`src/hdl/crt_pkg.sv`:
```
// Purpose: Shared constants and types for the processor-bus address router
// Assumes: One clock; all ports synchronous to it
// Notes: PCI command codes follow the published PCI encoding
package crt_pkg;
	// Address region tags, top address bits
	localparam logic [8:0] IO_LO_TAG = 9'h100;
	localparam logic [8:0] CFG0_TAG = 9'h101;
	localparam logic [8:0] BREG_TAG = 9'h17F;
	localparam logic [10:0] ROM_TAG = 11'h7FF;
	localparam logic [31:0] IO_MAP_ADDR = 32'h8000_0850;
	localparam logic [31:0] INTACK_ADDR = 32'hBFFF_FFF0;
	localparam logic [31:0] HALF_OFS = 32'h0000_0004;
	// Indexed bridge registers
	localparam logic [7:0] OPTS_IDX = 8'hBA;
	localparam logic [7:0] ERR_IDX = 8'hC1;
	localparam int ERR_MEMSEL_BIT = 5;
	localparam int OPT_NONCONTIG_BIT = 0;
	localparam int OPT_LE_BIT = 5;
	localparam int MAP_NONCONTIG_BIT = 0;
	localparam logic [7:0] OPTS_RST = 8'h00;
	localparam logic [7:0] MAP_RST = 8'h00;
	localparam logic [7:0] ERR_RST = 8'h00;
	// Transfer sizes in bytes and boundaries
	localparam logic [3:0] SZ_B = 4'h1;
	localparam logic [3:0] SZ_H = 4'h2;
	localparam logic [3:0] SZ_W = 4'h4;
	localparam logic [3:0] SZ_D = 4'h8;
	localparam logic [4:0] PCI_SPAN = 5'h04;
	localparam logic [4:0] MEM_SPAN = 5'h08;
	// Unmunge masks for byte, halfword, word
	localparam logic [2:0] MUNGE_B = 3'h7;
	localparam logic [2:0] MUNGE_H = 3'h6;
	localparam logic [2:0] MUNGE_W = 3'h4;
	// Bus idle time after a retry, in clocks
	localparam logic [1:0] BACKOFF_CYCLES = 2'h2;
	// PCI commands
	localparam logic [3:0] CMD_INTACK = 4'h0;
	localparam logic [3:0] CMD_IO_RD = 4'h2;
	localparam logic [3:0] CMD_IO_WR = 4'h3;
	localparam logic [3:0] CMD_MEM_RD = 4'h6;
	localparam logic [3:0] CMD_MEM_WR = 4'h7;
	localparam logic [3:0] CMD_CFG_RD = 4'hA;
	localparam logic [3:0] CMD_CFG_WR = 4'hB;

	typedef enum logic [1:0] {KIND_READ, KIND_WRITE, KIND_ADDR_ONLY}
		crt_kind_type;
	typedef enum logic [2:0] {TGT_MEM, TGT_PCI_IO, TGT_CFG0, TGT_BREG,
		TGT_INTACK, TGT_PCI_MEM, TGT_ROM} crt_target_type;
	typedef struct packed {
		logic [31:0] addr;
		logic [3:0] size;
		logic burst;
		crt_kind_type kind;
		logic [63:0] wdata;
	} crt_cpu_req_type;
	typedef struct packed {
		logic [3:0] cmd;
		logic [31:0] addr;
		logic [31:0] data;
	} crt_pci_cmd_type;
endpackage

```
`src/hdl/crt_router.sv`:
```
// Purpose: Route processor-bus transactions to memory, PCI, ROM or registers
// Assumes: CPU drops a request after the edge that takes it while ready is high
// Notes: One transaction in flight; posted PCI writes hold cpu_ready low
// How it works
// - Addresses below 2G go to system memory with the address unchanged.
// - 2G to 2G+8M makes PCI I/O or register access, 8M or 64K target.
// - 2G+8M to 2G+16M makes type 0 configuration cycles.
// - 2G+16M to 3G-8M makes PCI I/O cycles at 16M upward.
// - 3G-8M to 3G is bridge registers; read of top-16 is intack.
// - 3G up to the ROM window makes PCI memory cycles from zero.
// - Top 2M is local ROM, or PCI memory near 1G when remote.
// - Empty memory reads all ones, writes drop, both set error bit 5.
// - Non-contiguous mode maps each 4K page to 32 ports, mirrored.
// - Map register and options register pick I/O mode; contiguous at reset.
// - Contiguous mode passes address bits 29 to 0 for I/O.
// - PCI addresses clear top two bits and unmunge in little-endian.
// - Low two PCI address bits are zero except for I/O cycles.
// - Memory writes are posted; bursts and in-8-byte singles accepted.
// - PCI accepts in-4-byte transfers and aligned 8-byte writes, no bursts.
// - After a PCI retry drop request and stay off two clocks.
// - PCI reads return data, or retry CPU on retry or snoop first.
// - PCI I/O writes are not posted; PCI retry retries the CPU.
// - PCI memory writes are posted and reissued until done.
// - 8-byte PCI write holds CPU for first half, posts second half.
// - Unclaimed PCI I/O cycles are master-aborted.
// - Address-only transfers never start PCI or memory cycles.
`timescale 1ns/10ps
module crt_router (
	// Clock and reset
	input wire logic core_clk_in,
	input wire logic rst_n_in,
	// Processor bus
	input wire logic cpu_valid_in,
	input wire crt_pkg::crt_cpu_req_type cpu_req_in,
	output logic cpu_ready_out,
	output logic cpu_ack_out,
	output logic cpu_retry_out,
	output logic cpu_err_out,
	output logic [63:0] cpu_rdata_out,
	// System memory
	input wire logic mem_present_in,
	input wire logic mem_ack_in,
	input wire logic [63:0] mem_rdata_in,
	output logic mem_req_out,
	output logic mem_write_out,
	output logic [31:0] mem_addr_out,
	output logic [63:0] mem_wdata_out,
	// PCI master
	input wire logic pci_gnt_n_in,
	input wire logic pci_bus_idle_in,
	input wire logic pci_done_in,
	input wire logic pci_retry_in,
	input wire logic pci_abort_in,
	input wire logic pci_snoop_in,
	input wire logic [31:0] pci_rdata_in,
	output logic pci_req_n_out,
	output logic pci_start_out,
	output crt_pkg::crt_pci_cmd_type pci_cmd_out,
	// Directly attached ROM
	input wire logic rom_direct_in,
	input wire logic rom_done_in,
	input wire logic [63:0] rom_rdata_in,
	output logic rom_req_out,
	output logic rom_write_out
);
	typedef enum logic [2:0] {ST_IDLE, ST_MEM_RD, ST_ROM, ST_REQ, ST_RUN,
		ST_BACKOFF} crt_state_type;
	crt_state_type state, next_state;
	logic [1:0] cnt, next_cnt;
	logic second, next_second;
	logic posted, next_posted;
	logic [31:0] hi, next_hi;
	logic [7:0] opts, map_sel, err_stat;
	logic next_ack, next_retry, next_err, next_mreq, next_mwr;
	logic next_start, next_rom, next_romwr, set_memsel, breg_we;
	logic [63:0] next_rdata, next_mwd;
	logic [31:0] next_maddr;
	crt_pkg::crt_pci_cmd_type next_cmd;
	crt_pkg::crt_target_type tgt;
	logic [31:0] xaddr;
	logic [3:0] xcmd;

	// Request fields and mode bits
	wire [31:0] addr = cpu_req_in.addr;
	wire [3:0] size = cpu_req_in.size;
	wire take = cpu_valid_in && cpu_ready_out;
	wire is_wr = cpu_req_in.kind == crt_pkg::KIND_WRITE;
	wire is_rd = cpu_req_in.kind == crt_pkg::KIND_READ;
	wire addr_only = cpu_req_in.kind == crt_pkg::KIND_ADDR_ONLY;
	wire le_mode = opts[crt_pkg::OPT_LE_BIT];
	wire noncontig = opts[crt_pkg::OPT_NONCONTIG_BIT] &&
		map_sel[crt_pkg::MAP_NONCONTIG_BIT];

	crt_addr_xlate u_xlate (
		.addr_in(addr),
		.size_in(size),
		.write_in(is_wr),
		.le_in(le_mode),
		.noncontig_in(noncontig),
		.rom_direct_in(rom_direct_in),
		.target_out(tgt),
		.pci_addr_out(xaddr),
		.pci_cmd_out(xcmd)
	);

	// Size and alignment checks per destination
	wire [4:0] end4 = {3'b000, addr[1:0]} + {1'b0, size};
	wire [4:0] end8 = {2'b00, addr[2:0]} + {1'b0, size};
	wire dbl = size == crt_pkg::SZ_D;
	wire dbl_ok = is_wr && addr[2:0] == 3'b000;
	wire pci_bad = cpu_req_in.burst ||
		(dbl ? !dbl_ok : end4 > crt_pkg::PCI_SPAN);
	wire mem_bad = !cpu_req_in.burst && end8 > crt_pkg::MEM_SPAN;
	wire is_pci = tgt == crt_pkg::TGT_PCI_IO || tgt == crt_pkg::TGT_CFG0 ||
		tgt == crt_pkg::TGT_INTACK || tgt == crt_pkg::TGT_PCI_MEM;
	wire post_now = is_wr && !dbl &&
		tgt == crt_pkg::TGT_PCI_MEM;

	// Bridge register read mux; unmapped indices read all ones
	wire [7:0] idx = addr[7:0];
	wire map_hit = addr == crt_pkg::IO_MAP_ADDR;
	wire idx_ok = map_hit || idx == crt_pkg::OPTS_IDX ||
		idx == crt_pkg::ERR_IDX;
	wire [7:0] breg_byte = map_hit ? map_sel :
		idx == crt_pkg::OPTS_IDX ? opts : err_stat;
	wire [63:0] breg_word = idx_ok ? {56'h0000_0000_0000_00, breg_byte} :
		'1;
	wire [7:0] wbyte = cpu_req_in.wdata[7:0];
	wire [7:0] memsel_mask = 8'h01 << crt_pkg::ERR_MEMSEL_BIT;

	// Transaction sequencer
	always_comb begin
		next_state = state;
		next_cnt = cnt;
		next_second = second;
		next_posted = posted;
		next_hi = hi;
		next_cmd = pci_cmd_out;
		next_rdata = cpu_rdata_out;
		next_mwr = mem_write_out;
		next_maddr = mem_addr_out;
		next_mwd = mem_wdata_out;
		next_romwr = rom_write_out;
		next_ack = 1'b0;
		next_retry = 1'b0;
		next_err = 1'b0;
		next_mreq = 1'b0;
		next_start = 1'b0;
		next_rom = 1'b0;
		set_memsel = 1'b0;
		breg_we = 1'b0;
		unique case (state)
			ST_IDLE: begin
				if (take && addr_only) begin
					next_ack = 1'b1;
				end else if (take && tgt == crt_pkg::TGT_MEM) begin
					if (mem_bad) begin
						next_err = 1'b1;
					end else if (!mem_present_in) begin
						set_memsel = 1'b1;
						next_ack = 1'b1;
						if (is_rd) begin
							next_rdata = '1;
						end
					end else begin
						next_mreq = 1'b1;
						next_mwr = is_wr;
						next_maddr = addr;
						next_mwd = cpu_req_in.wdata;
						next_ack = is_wr;
						if (!is_wr) begin
							next_state = ST_MEM_RD;
						end
					end
				end else if (take && tgt == crt_pkg::TGT_BREG) begin
					next_ack = 1'b1;
					breg_we = is_wr;
					if (is_rd) begin
						next_rdata = breg_word;
					end
				end else if (take && tgt == crt_pkg::TGT_ROM) begin
					next_rom = 1'b1;
					next_romwr = is_wr;
					next_cmd.addr = xaddr;
					next_cmd.data = cpu_req_in.wdata[31:0];
					next_state = ST_ROM;
				end else if (take && is_pci) begin
					if (pci_bad) begin
						next_err = 1'b1;
					end else if (pci_snoop_in) begin
						next_retry = 1'b1;
					end else begin
						next_cmd.cmd = xcmd;
						next_cmd.addr = xaddr;
						next_cmd.data = dbl ? cpu_req_in.wdata[63:32] :
							cpu_req_in.wdata[31:0];
						next_hi = cpu_req_in.wdata[31:0];
						next_second = dbl;
						next_posted = post_now;
						next_ack = post_now;
						next_state = ST_REQ;
					end
				end
			end
			ST_MEM_RD: begin
				if (mem_ack_in) begin
					next_ack = 1'b1;
					next_rdata = mem_rdata_in;
					next_state = ST_IDLE;
				end
			end
			ST_ROM: begin
				if (rom_done_in) begin
					next_ack = 1'b1;
					next_rdata = rom_rdata_in;
					next_state = ST_IDLE;
				end
			end
			ST_REQ: begin
				if (!posted && pci_snoop_in) begin
					next_retry = 1'b1;
					next_second = 1'b0;
					next_state = ST_IDLE;
				end else if (!pci_gnt_n_in && pci_bus_idle_in) begin
					next_start = 1'b1;
					next_state = ST_RUN;
				end
			end
			ST_RUN: begin
				if (pci_done_in || pci_abort_in) begin
					if (second) begin
						next_ack = 1'b1;
						next_cmd.addr = pci_cmd_out.addr + crt_pkg::HALF_OFS;
						next_cmd.data = hi;
						next_second = 1'b0;
						next_posted = 1'b1;
						next_state = ST_REQ;
					end else begin
						next_ack = !posted;
						// Master abort completes with all ones
						next_rdata = pci_abort_in ? '1 :
							{32'h0000_0000, pci_rdata_in};
						next_posted = 1'b0;
						next_state = ST_IDLE;
					end
				end else if (pci_retry_in) begin
					next_cnt = crt_pkg::BACKOFF_CYCLES;
					next_state = ST_BACKOFF;
					if (!posted) begin
						next_retry = 1'b1;
						next_second = 1'b0;
					end
				end
			end
			ST_BACKOFF: begin
				next_cnt = cnt - 2'h1;
				if (cnt == 2'h1) begin
					// Posted work is reissued, else the CPU retries
					next_state = posted ? ST_REQ : ST_IDLE;
				end
			end
		endcase
	end

	// Sequencer state
	always_ff @(posedge core_clk_in or negedge rst_n_in) begin
		if (!rst_n_in) begin
			state <= ST_IDLE;
			cnt <= 2'h0;
			second <= 1'b0;
			posted <= 1'b0;
			hi <= 32'h0000_0000;
		end else begin
			state <= next_state;
			cnt <= next_cnt;
			second <= next_second;
			posted <= next_posted;
			hi <= next_hi;
		end
	end

	// Registered outputs; request drops outside the request state
	always_ff @(posedge core_clk_in or negedge rst_n_in) begin
		if (!rst_n_in) begin
			cpu_ready_out <= 1'b0;
			cpu_ack_out <= 1'b0;
			cpu_retry_out <= 1'b0;
			cpu_err_out <= 1'b0;
			cpu_rdata_out <= 64'h0000_0000_0000_0000;
			mem_req_out <= 1'b0;
			mem_write_out <= 1'b0;
			mem_addr_out <= 32'h0000_0000;
			mem_wdata_out <= 64'h0000_0000_0000_0000;
			pci_req_n_out <= 1'b1;
			pci_start_out <= 1'b0;
			pci_cmd_out <= '0;
			rom_req_out <= 1'b0;
			rom_write_out <= 1'b0;
		end else begin
			cpu_ready_out <= next_state == ST_IDLE;
			cpu_ack_out <= next_ack;
			cpu_retry_out <= next_retry;
			cpu_err_out <= next_err;
			cpu_rdata_out <= next_rdata;
			mem_req_out <= next_mreq;
			mem_write_out <= next_mwr;
			mem_addr_out <= next_maddr;
			mem_wdata_out <= next_mwd;
			pci_req_n_out <= next_state != ST_REQ;
			pci_start_out <= next_start;
			pci_cmd_out <= next_cmd;
			rom_req_out <= next_rom;
			rom_write_out <= next_romwr;
		end
	end

	// Mode and error registers; a new error beats a clear
	always_ff @(posedge core_clk_in or negedge rst_n_in) begin
		if (!rst_n_in) begin
			opts <= crt_pkg::OPTS_RST;
			map_sel <= crt_pkg::MAP_RST;
			err_stat <= crt_pkg::ERR_RST;
		end else begin
			if (breg_we && map_hit) begin
				map_sel <= wbyte;
			end
			if (breg_we && !map_hit && idx == crt_pkg::OPTS_IDX) begin
				opts <= wbyte;
			end
			err_stat <= (err_stat & ~((breg_we && !map_hit &&
				idx == crt_pkg::ERR_IDX) ? wbyte : 8'h00)) |
				(set_memsel ? memsel_mask : 8'h00);
		end
	end

	// Checks on routing and PCI sequencing
	a_addr_only_quiet: assert property (@(posedge core_clk_in)
		disable iff (!rst_n_in) take && addr_only |=>
		cpu_ack_out && !mem_req_out && !rom_req_out ##1 !pci_start_out)
		else $error("address-only transfer started a cycle");
	a_mem_pass_addr: assert property (@(posedge core_clk_in)
		disable iff (!rst_n_in) take && !addr_only && tgt ==
		crt_pkg::TGT_MEM && !mem_bad && mem_present_in |=>
		mem_req_out && mem_addr_out == $past(addr))
		else $error("memory address not passed unchanged");
	a_unpop_ones: assert property (@(posedge core_clk_in)
		disable iff (!rst_n_in) take && is_rd && tgt == crt_pkg::TGT_MEM &&
		!mem_bad && !mem_present_in |=> cpu_ack_out &&
		cpu_rdata_out == '1 && err_stat[crt_pkg::ERR_MEMSEL_BIT])
		else $error("empty memory read not all ones with flag");
	a_retry_backoff: assert property (@(posedge core_clk_in)
		disable iff (!rst_n_in) state == ST_RUN && pci_retry_in &&
		!pci_done_in && !pci_abort_in |=> pci_req_n_out[*2] ##1
		(!pci_req_n_out || state == ST_IDLE))
		else $error("retry backoff not two clocks");
	a_pci_top_zero: assert property (@(posedge core_clk_in)
		disable iff (!rst_n_in) pci_start_out |->
		pci_cmd_out.addr[31:30] == 2'b00)
		else $error("PCI address top bits not zero");
	a_low_bits_zero: assert property (@(posedge core_clk_in)
		disable iff (!rst_n_in) pci_start_out &&
		pci_cmd_out.cmd != crt_pkg::CMD_IO_RD &&
		pci_cmd_out.cmd != crt_pkg::CMD_IO_WR |->
		pci_cmd_out.addr[1:0] == 2'b00)
		else $error("low PCI address bits not zero");
	a_io_not_posted: assert property (@(posedge core_clk_in)
		disable iff (!rst_n_in) take && is_wr && tgt ==
		crt_pkg::TGT_PCI_IO && !pci_bad && !pci_snoop_in |=>
		!cpu_ack_out && state == ST_REQ)
		else $error("I/O write was posted");
	a_mem_write_post: assert property (@(posedge core_clk_in)
		disable iff (!rst_n_in) take && post_now && !pci_bad &&
		!pci_snoop_in |=> cpu_ack_out && posted)
		else $error("PCI memory write not posted");
	a_pci_burst_err: assert property (@(posedge core_clk_in)
		disable iff (!rst_n_in) take && !addr_only && is_pci &&
		cpu_req_in.burst |=> cpu_err_out && state == ST_IDLE)
		else $error("burst toward PCI not refused");
	a_half_reissue: assert property (@(posedge core_clk_in)
		disable iff (!rst_n_in) state == ST_RUN && second && pci_done_in
		|=> cpu_ack_out && state == ST_REQ &&
		pci_cmd_out.addr == $past(pci_cmd_out.addr) + crt_pkg::HALF_OFS)
		else $error("second half not posted at next word");
endmodule

```
`src/hdl/crt_addr_xlate.sv`:
```
// Purpose: Target decode and PCI address formation for one CPU address
// Assumes: Purely combinational; caller registers the results
// Notes: Memory addresses are not touched here
`timescale 1ns/10ps
module crt_addr_xlate (
	// Request
	input wire logic [31:0] addr_in,
	input wire logic [3:0] size_in,
	input wire logic write_in,
	// Modes
	input wire logic le_in,
	input wire logic noncontig_in,
	input wire logic rom_direct_in,
	// Result
	output crt_pkg::crt_target_type target_out,
	output logic [31:0] pci_addr_out,
	output logic [3:0] pci_cmd_out
);
	// Region decode from the top address bits
	wire in_io_lo = addr_in[31:23] == crt_pkg::IO_LO_TAG;
	wire in_cfg0 = addr_in[31:23] == crt_pkg::CFG0_TAG;
	wire in_breg = addr_in[31:23] == crt_pkg::BREG_TAG;
	wire in_rom = addr_in[31:21] == crt_pkg::ROM_TAG;
	wire map_hit = addr_in == crt_pkg::IO_MAP_ADDR;
	wire intack = addr_in == crt_pkg::INTACK_ADDR && !write_in;
	wire is_io = (in_io_lo && !map_hit) ||
		(addr_in[31:30] == 2'b10 && !in_io_lo && !in_cfg0 && !in_breg);
	assign target_out = !addr_in[31] ? crt_pkg::TGT_MEM :
		map_hit ? crt_pkg::TGT_BREG :
		is_io ? crt_pkg::TGT_PCI_IO :
		in_cfg0 ? crt_pkg::TGT_CFG0 :
		intack ? crt_pkg::TGT_INTACK :
		in_breg ? crt_pkg::TGT_BREG :
		(in_rom && rom_direct_in) ? crt_pkg::TGT_ROM :
		crt_pkg::TGT_PCI_MEM;

	// Base address: noncontig squeezes each 4K page to 32 ports
	wire [31:0] base = (noncontig_in && in_io_lo) ?
		{16'h0000, addr_in[22:12], addr_in[4:0]} :
		(in_rom && rom_direct_in) ? {11'h000, addr_in[20:0]} :
		{2'b00, addr_in[29:0]};
	// Little-endian unmunge; 8-byte and odd sizes pass unchanged
	wire [2:0] mask = !le_in ? 3'h0 :
		size_in == crt_pkg::SZ_B ? crt_pkg::MUNGE_B :
		size_in == crt_pkg::SZ_H ? crt_pkg::MUNGE_H :
		size_in == crt_pkg::SZ_W ? crt_pkg::MUNGE_W : 3'h0;
	wire [2:0] low = base[2:0] ^ mask;
	assign pci_addr_out = {base[31:3], low[2],
		is_io ? low[1:0] : 2'b00};

	// Command selection
	assign pci_cmd_out = is_io ?
		(write_in ? crt_pkg::CMD_IO_WR : crt_pkg::CMD_IO_RD) :
		in_cfg0 ? (write_in ? crt_pkg::CMD_CFG_WR : crt_pkg::CMD_CFG_RD) :
		intack ? crt_pkg::CMD_INTACK :
		(write_in ? crt_pkg::CMD_MEM_WR : crt_pkg::CMD_MEM_RD);
endmodule

```
`config.mk`:
```
export PLATFORM = sky130hd
export DESIGN_NAME = crt_router
export DESIGN_NICKNAME = d
export VERILOG_FILES = /design/src/hdl/crt_pkg.sv /design/src/hdl/crt_router.sv /design/src/hdl/crt_addr_xlate.sv
export SDC_FILE = /design/constraint.sdc
export NUM_CORES = 1
export LEC_CHECK = 0
export ABC_AREA = 0
export BUFFER_PORTS_ARGS = -buffer_cell sky130_fd_sc_hd__buf_2
export CORE_ASPECT_RATIO = 0.75
export CORE_MARGIN = 5
export CORE_UTILIZATION = 46
export CTS_BUF_LIST = sky130_fd_sc_hd__clkbuf_4 sky130_fd_sc_hd__clkbuf_8
export DETAILED_ROUTE_END_ITERATION = 12
export GPL_ROUTABILITY_DRIVEN = 0
export PLACE_DENSITY = 0.74
export SYNTH_ARGS = -nofsm -noshare
export SYNTH_HDL_FRONTEND = slang
export SYNTH_HIERARCHICAL = 1
export SYNTH_SLANG_ARGS = --single-unit
```
`constraint.sdc`:
```
create_clock -name core_clk_in -period 4 [get_ports core_clk_in]
set_input_delay 1 -clock core_clk_in [delete_from_list [all_inputs] [get_ports core_clk_in]]
set_output_delay 1 -clock core_clk_in [all_outputs]
set_load 0.01 [all_outputs]
```
### Word level (Yosys, flattened, before mapping)

Cells that the tools add are included.

| storage, ports and cells | value |
|---|---|
| register bits | 301 |
| input bits | 276 |

| operators by class | value |
|---|---|
| add/sub/neg operators | 4 |
| order comparisons | 2 |
| equal/unequal tests | 53 |
| multiplexer cells | 151 |
| bitwise logic cells | 11 |
| reductions and logical operators | 59 |

Operators by type and width:

| operator | number |
|---|---|
| two-way mux 64 bit | 22 |
| case mux 64 bit (4 select lines) | 1 |
| case mux 64 bit (2 select lines) | 1 |
| two-way mux 3 bit | 27 |
| two-way mux 1 bit | 78 |
| equality test 32 bit, second input constant | 2 |
| two-way mux 32 bit | 2 |
| adder 32 x 3 -> 32 bit, second input constant | 1 |
| two-way mux 30 bit | 1 |
| != test 2 bit, second input constant | 15 |
| != test 3 bit, second input constant | 10 |
| equality test 9 bit, second input constant | 3 |
| logical AND 1 bit | 24 |
| two-way mux 8 bit | 3 |
| AND reduction 11 bit | 2 |
| case mux 3 bit (6 select lines) | 1 |
| AND reduction 9 bit | 2 |
| equality test 8 bit, second input constant | 2 |
| equality test 3 bit, second input constant | 5 |
| equality test 3 x 2 -> 1 bit, second input constant | 4 |
| zero test 3 bit | 4 |
| two-way mux 2 bit | 6 |
| two-way mux 4 bit | 3 |
| equality test 11 bit, second input constant | 1 |
| 32 further kinds | 60 |

### Depth between registers and ports, before layout

| depth | value |
|---|---|
| depth in word-level cells | 21 |
| depth in mapped cells | 16 |

### By module

The synthesis kept the hierarchy.

Modules (own cells, without submodules):

| module | instances | cells an instance | area an instance (µm²) | sequential area each (µm²) |
|---|---|---|---|---|
| crt_router | 1 | 1561 | 14734.1 | 7533.5 |
| crt_addr_xlate | 1 | 86 | 635.6 | 0.0 |

### Least setup slack after synthesis

OpenSTA, ideal clock, no wires.

| timing path | value |
|---|---|
| path type | input to register |
| start point | input port cpu_req_in[96] in the netlist's numbering |
| end point | register cpu_rdata_out[33] |
| library setup time | 0.126 ns |
| data arrival time | 3.923 ns |
| data required time | 3.874 ns |
| path slack | -0.049 ns |
| cell stages on the path | 13 |
| buffers on the path | 2 |
| cell sequence | or4_4 > nor3_4 > a21oi_1 > o21ba_2 > o21ai_0 > buf_2 > a21oi_1 > or4b_2 > a21oi_1 > o21ai_1 > a211oi_2 > buf_2 > a21oi_1 |

| between the ends | value |
|---|---|
| longest elaborated chain between the ends | 14 |

RTL lines:

| element | RTL line | source |
|---|---|---|
| start: declaration | crt_router.sv:34 | `input wire crt_pkg::crt_cpu_req_type cpu_req_in,` |
| equality test 11 bit / equality test 9 bit (equally long branches) | crt_addr_xlate.sv:23, crt_addr_xlate.sv:20 |  |
| logical AND 1 bit / zero test 1 bit (equally long branches) | crt_addr_xlate.sv:34, crt_addr_xlate.sv:27 |  |
| two-way mux 2 bit / logical AND 1 bit (equally long branches) | crt_addr_xlate.sv:34, crt_addr_xlate.sv:27 |  |
| two-way mux 3 bit / logical AND 1 bit (equally long branches) | crt_addr_xlate.sv:33, crt_addr_xlate.sv:27 |  |
| two-way mux 3 bit / logical AND 1 bit (equally long branches) | crt_addr_xlate.sv:32, crt_addr_xlate.sv:27 |  |
| two-way mux 3 bit / logical OR 1 bit (equally long branches) | crt_addr_xlate.sv:31, crt_addr_xlate.sv:26 |  |
| two-way mux 3 bit | crt_addr_xlate.sv:30 | `is_io ? crt_pkg::TGT_PCI_IO :` |
| two-way mux 3 bit (*) | crt_addr_xlate.sv:29 | `map_hit ? crt_pkg::TGT_BREG :` |
| two-way mux 3 bit (*) | crt_addr_xlate.sv:28 | `assign target_out = !addr_in[31] ? crt_pkg::TGT_MEM :` |
| net tgt[1] | crt_router.sv:79 | `crt_pkg::crt_target_type tgt;` |
| zero test 3 bit | crt_router.sv:156 | `end else if (take && tgt == crt_pkg::TGT_MEM) begin` |
| logical AND 1 bit | crt_router.sv:156 |  |
| two-way mux 64 bit | crt_router.sv:156 |  |
| two-way mux 64 bit | crt_router.sv:154 | `if (take && addr_only) begin` |
| case mux 64 bit (4 select lines) | crt_router.sv:152 | `unique case (state)` |
| end signal: assignment | crt_router.sv:304 | `cpu_rdata_out <= next_rdata;` |
| end: declaration | crt_router.sv:39 | `output logic [63:0] cpu_rdata_out,` |

The timed path passes the listed nets; every way through them passes the cells marked *. The select of a mux whose other input is x is not followed.
A chain may end at the register's enable or synchronous reset.

### Worst setup path in the final report

| timing path | value |
|---|---|
| start point | input port cpu_req_in[74] in the netlist's numbering |
| end point | register cpu_rdata_out[44] |

| between the ends | value |
|---|---|
| longest elaborated chain between the ends | 12 |

RTL lines:

| element | RTL line |
|---|---|
| equality test 32 bit, on equally long branches | crt_addr_xlate.sv:25, crt_addr_xlate.sv:24 |
| logical AND 1 bit / zero test 1 bit (equally long branches) | crt_addr_xlate.sv:25, crt_addr_xlate.sv:26 |
| two-way mux 3 bit / logical AND 1 bit (equally long branches) | crt_addr_xlate.sv:32, crt_addr_xlate.sv:26 |
| two-way mux 3 bit / logical OR 1 bit (equally long branches) | crt_addr_xlate.sv:31, crt_addr_xlate.sv:26 |
| two-way mux 3 bit | crt_addr_xlate.sv:30 |
| two-way mux 3 bit (*) | crt_addr_xlate.sv:29 |
| two-way mux 3 bit (*) | crt_addr_xlate.sv:28 |
| net tgt[1] | crt_router.sv:79 |
| zero test 3 bit | crt_router.sv:156 |
| logical AND 1 bit | crt_router.sv:156 |
| two-way mux 64 bit | crt_router.sv:156 |
| two-way mux 64 bit | crt_router.sv:154 |
| case mux 64 bit (4 select lines) | crt_router.sv:152 |

Marks and branches as above.

==> summary.json <==
{
  "outcome": {
    "status": "finished clean"
  },
  "die": {
    "pin_count": 514,
    "initial_core_util": 0.462,
    "placeableCoreArea_um2": 33200,
    "fp-row-count": 58,
    "chipWidth_um": 221,
    "die-height_um": 168,
    "die_footprint_um2": 37200
  },
  "global_routing": {
    "antenna_found_initial": 20,
    "grt_pass1_wl_um": 83900,
    "number_of_global_route_vias_before_repair": 15100,
    "globalRouteOverflowTotal": 0,
    "maximum_number_of_pins_on_one_net_before_global_route_repair": 104,
    "track_usage": 0.278
  },
  "yosys": {
    "yosys.cell_types.count": 76,
    "synth_enable_flop_cells": 0,
    "synth_seq_area_share": 0.490,
    "most_numerous_cell_types_in_the_synthesized_netlist": "423 x sky130_fd_sc_hd__nand2_1, 300 x sky130_fd_sc_hd__dfrtp_1, 138 x sky130_fd_sc_hd__o21ai_0, 94 x sky130_fd_sc_hd__a21oi_1, 86 x sky130_fd_sc_hd__nor2_1",
    "synth_area_leader_cell": "sky130_fd_sc_hd__dfrtp_1",
    "synth_top_flop_cell": "sky130_fd_sc_hd__dfrtp_1",
    "syn-instance-count": 1647,
    "post-synth-top-count-cell": "sky130_fd_sc_hd__nand2_1",
    "synth_top_cell_area_share": 0.488,
    "netlist_area_um2": 15400,
    "yosysWarnings": 6,
    "ys_ff_latch": 301,
    "synth.top_cells.by_area": "sky130_fd_sc_hd__dfrtp_1 49%, sky130_fd_sc_hd__nand2_1 10%, sky130_fd_sc_hd__mux2_2 5.4%, sky130_fd_sc_hd__o21ai_0 4.5%, sky130_fd_sc_hd__mux2_4 3.2%",
    "proportion_of_register_bits_with_asynchronous_set_or_reset_after_synthesis": 1.00,
    "synthesis.area_per_instance_um2": 9.33
  },
  "route": {
    "detail-route-antenna-nets": 0,
    "detail_route.first_pass.iterations": 5,
    "totalWireLength_um": 54500,
    "initialDrtViolationCount": 1329,
    "post_drt_wl_per_cell_um": 20.3,
    "vias_per_cell": 5.62,
    "vias": 15100,
    "drc": 0
  },
  "sta": {
    "rsz0062_at_grt": "no",
    "slew_headroom": 0.229,
    "clock-skew-final_ns": 0.0250,
    "timing.final.hold_violations": 0,
    "clock_period_minus_worst_slack_ns": 3.73,
    "maxClockFrequency_mhz": 268,
    "timing_worst_slew_pin_value_ns": 1.15,
    "fin_ws_ns": 0.269,
    "part_of_the_cycle_the_worst_path_needs": 0.933,
    "timing.final.max_slew_violations": 0,
    "setup-violations-final": 0
  },
  "clocking": {
    "cts.htree.levels": 2,
    "ctsRootBufferMaster": "sky130_fd_sc_hd__clkbuf_8",
    "cts_hold_repair.buffers": 0,
    "clkLatencyLatePin_ns": 0.59,
    "post_cts.repair.setup_buffers": 0,
    "clock_transition_at_path_regs_ns": 0.06,
    "clock_sink_total": 301,
    "cts_tree": "yes",
    "number_of_instances_resized_during_post_cts_repair": 0,
    "cts-buffers-inserted": 51,
    "max_clock_buf_depth": 3
  },
  "power_and_ir_drop": {
    "power.switching_fraction": 0.237,
    "peakVddDrop_v": 0.000252,
    "power-per-cell-area_nw_per_um2": 328,
    "cell_internal_pwr_mw": 5.01,
    "p_seq_frac": 0.464,
    "p_sw_mw": 1.56,
    "total_leakage_power_nw": 10.8,
    "clkPwrFrac": 0.469,
    "logic_gate_share_of_total_power": 0.067
  },
  "worst_setup_path": {
    "critPathMostFrequentCell": "sky130_fd_sc_hd__a21oi_1",
    "cp-endpoint": "cpu_rdata_out[44]",
    "reg2reg_end": "cpu_rdata_out[44]",
    "timing.critical_path.cells": "buf_2 -> or3_1 -> nor3_1 -> nand3_1 -> nor2_1 -> o21ai_0 -> buf_4 -> nor3_1 -> a21oi_1 -> or4b_2 -> a21oi_1 -> o21ai_2 -> a211oi_4 -> buf_12 -> a21oi_1",
    "ff2ff_setup_slack_ns": 1.25,
    "r2r_start": "state[2]",
    "r2r.worst_path.cells": 6,
    "crit_path_top_delay_cell": "sky130_fd_sc_hd__or4b_2",
    "worst-endpoint-required_ns": 4.47,
    "critPathKind": "primary input to flop",
    "endpoint_kind": "flop",
    "crit_arrival_ns": 4.20,
    "critical_path.max_fanout": 32,
    "worstSetupStartpointType": "primary input",
    "critical_path.startpoint": "cpu_req_in[74]",
    "cpPeakStageDelay_ns": 0.60
  },
  "cells_and_area": {
    "final_net_count": 2465,
    "layout-drive-gt1-share": 0.369,
    "post_layout_nonfiller_instances": 2686,
    "area.growth.synth_to_final_pct": 30.4
  },
  "placement": {
    "io_buffer_count": 513,
    "placed_cells": 2580,
    "hpwlAfterDp_um": 40200,
    "detailedPlace.worstSlack_ns": -0.258
  },
  "run": {
    "maxCapViolations": 0
  },
  "hold_path": {
    "min_path_type": "flop to flop"
  }
}
-- layer usage --
layer / wire (um) / part of all wire / track usage
met5: 0 / 0 / 0
met4: 1980 / 0.036 / 0.123
met3: 4690 / 0.086 / 0.0683
met2: 25700 / 0.47 / 0.446
met1: 22200 / 0.41 / 0.362
-- cell families (layout without fill, tap and decap cells) --
kind of cell | Yosys count | in the layout | share of synthesized area
AND/OR/NAND/NOR | 650 | 650 | 0.187
AO/OA/AOI/OAI | 407 | 407 | 0.164
flip-flops | 301 | 301 | 0.490
multiplexers | 148 | 148 | 0.113
buffers and inverters | 127 | 699 | 0.0365
XOR/XNOR | 7 | 7 | 0.00399
adder cells (fa/ha/maj) | 6 | 6 | 0.00537
other | 1 | 18 | 0.000244
-- power groups by stage --
stage	Combinational [mW]	Clock (mW)	Sequential, mW
after global routing	0.483	3.29	3.04
after detailed placement	0.438	0	3.10
after floorplan	0.117	0	3.10
after global placement	0.429	0	3.10
after CTS	0.439	3.14	3.05
final	0.442	3.08	3.05
-- cell usage in the layout, fill, tap and decap left out, types with 12 or more instances in the layout --
cell type,n
sky130_fd_sc_hd__nand4_1,13
sky130_fd_sc_hd__mux2i_1,41
sky130_fd_sc_hd__mux2_2,74
sky130_fd_sc_hd__nor4_1,16
sky130_fd_sc_hd__buf_4,71
sky130_fd_sc_hd__buf_12,13
sky130_fd_sc_hd__a21oi_1,94
sky130_fd_sc_hd__nand2_1,423
sky130_fd_sc_hd__nor3_1,14
sky130_fd_sc_hd__nand3_1,15
sky130_fd_sc_hd__buf_2,512
sky130_fd_sc_hd__inv_1,12
sky130_fd_sc_hd__diode_2,16
sky130_fd_sc_hd__a22oi_1,60
sky130_fd_sc_hd__nor2_1,82
sky130_fd_sc_hd__mux2_4,33
sky130_fd_sc_hd__o22a_1,21
sky130_fd_sc_hd__a31oi_1,20
sky130_fd_sc_hd__o21ai_0,138
sky130_fd_sc_hd__clkbuf_8,62
sky130_fd_sc_hd__dfrtp_1,300
sky130_fd_sc_hd__o22ai_1,17
-- registers in the layout (all words and copies together), names as in the netlist, 2 cells and up --
name / cells
err_stat: 8
map_sel: 8
cnt: 2
opts: 8
state: 3
pci_cmd_out: 68
mem_wdata_out: 64
hi: 32
mem_addr_out: 32
cpu_rdata_out: 64
-- metrics by stage --
step	power [mW]	instance area, um2	util	hold WS, ns	TNS, ns
6_report	6.57	20000	0.603	0.457	0
5_1_grt	6.81	20000	0.603	0.484	0
3_3_place_gp	3.53	18900	0.567	0.444	-9.39
4_1_cts	6.62	20000	0.602	0.463	0
2_1_floorplan	3.22	15400	-	0.443	-0.191
3_5_place_dp	3.54	18900	0.567	0.450	-17.36
-- worst min-delay path by stage --
stage	from	slack [ns]	to	cells past startpoint
detailed placement	mem_wdata_out[33]	0.45	mem_wdata_out[33]	2
CTS	mem_wdata_out[42]	0.46	mem_wdata_out[42]	2
global placement	mem_wdata_out[53]	0.44	mem_wdata_out[53]	2
finish	mem_wdata_out[42]	0.46	mem_wdata_out[42]	2
floorplan	err_stat[5]	0.44	err_stat[5]	2
global route	mem_wdata_out[10]	0.48	mem_wdata_out[10]	2
-- area by class of cell --
class                   count  area [um2]
diodes                     16        40.0
clock buffers              73         936
clock inverters            17         203
fillers                  2970       13200
inverters                  12        45.0
multi-input cells        1220        7340
flip-flops and latches    301        7530
well taps                 450         563
repair buffers            597        3370
-- worst max-delay path, delay by kind of cell --
kind / cells / cell delay, ns
buffers and inverters: 3 / 0.54
and+or+nand+nor: 6 / 1.73
AOI/OAI and AO/OA: 6 / 0.90
Note: power is estimated with default switching activity, not from simulation.
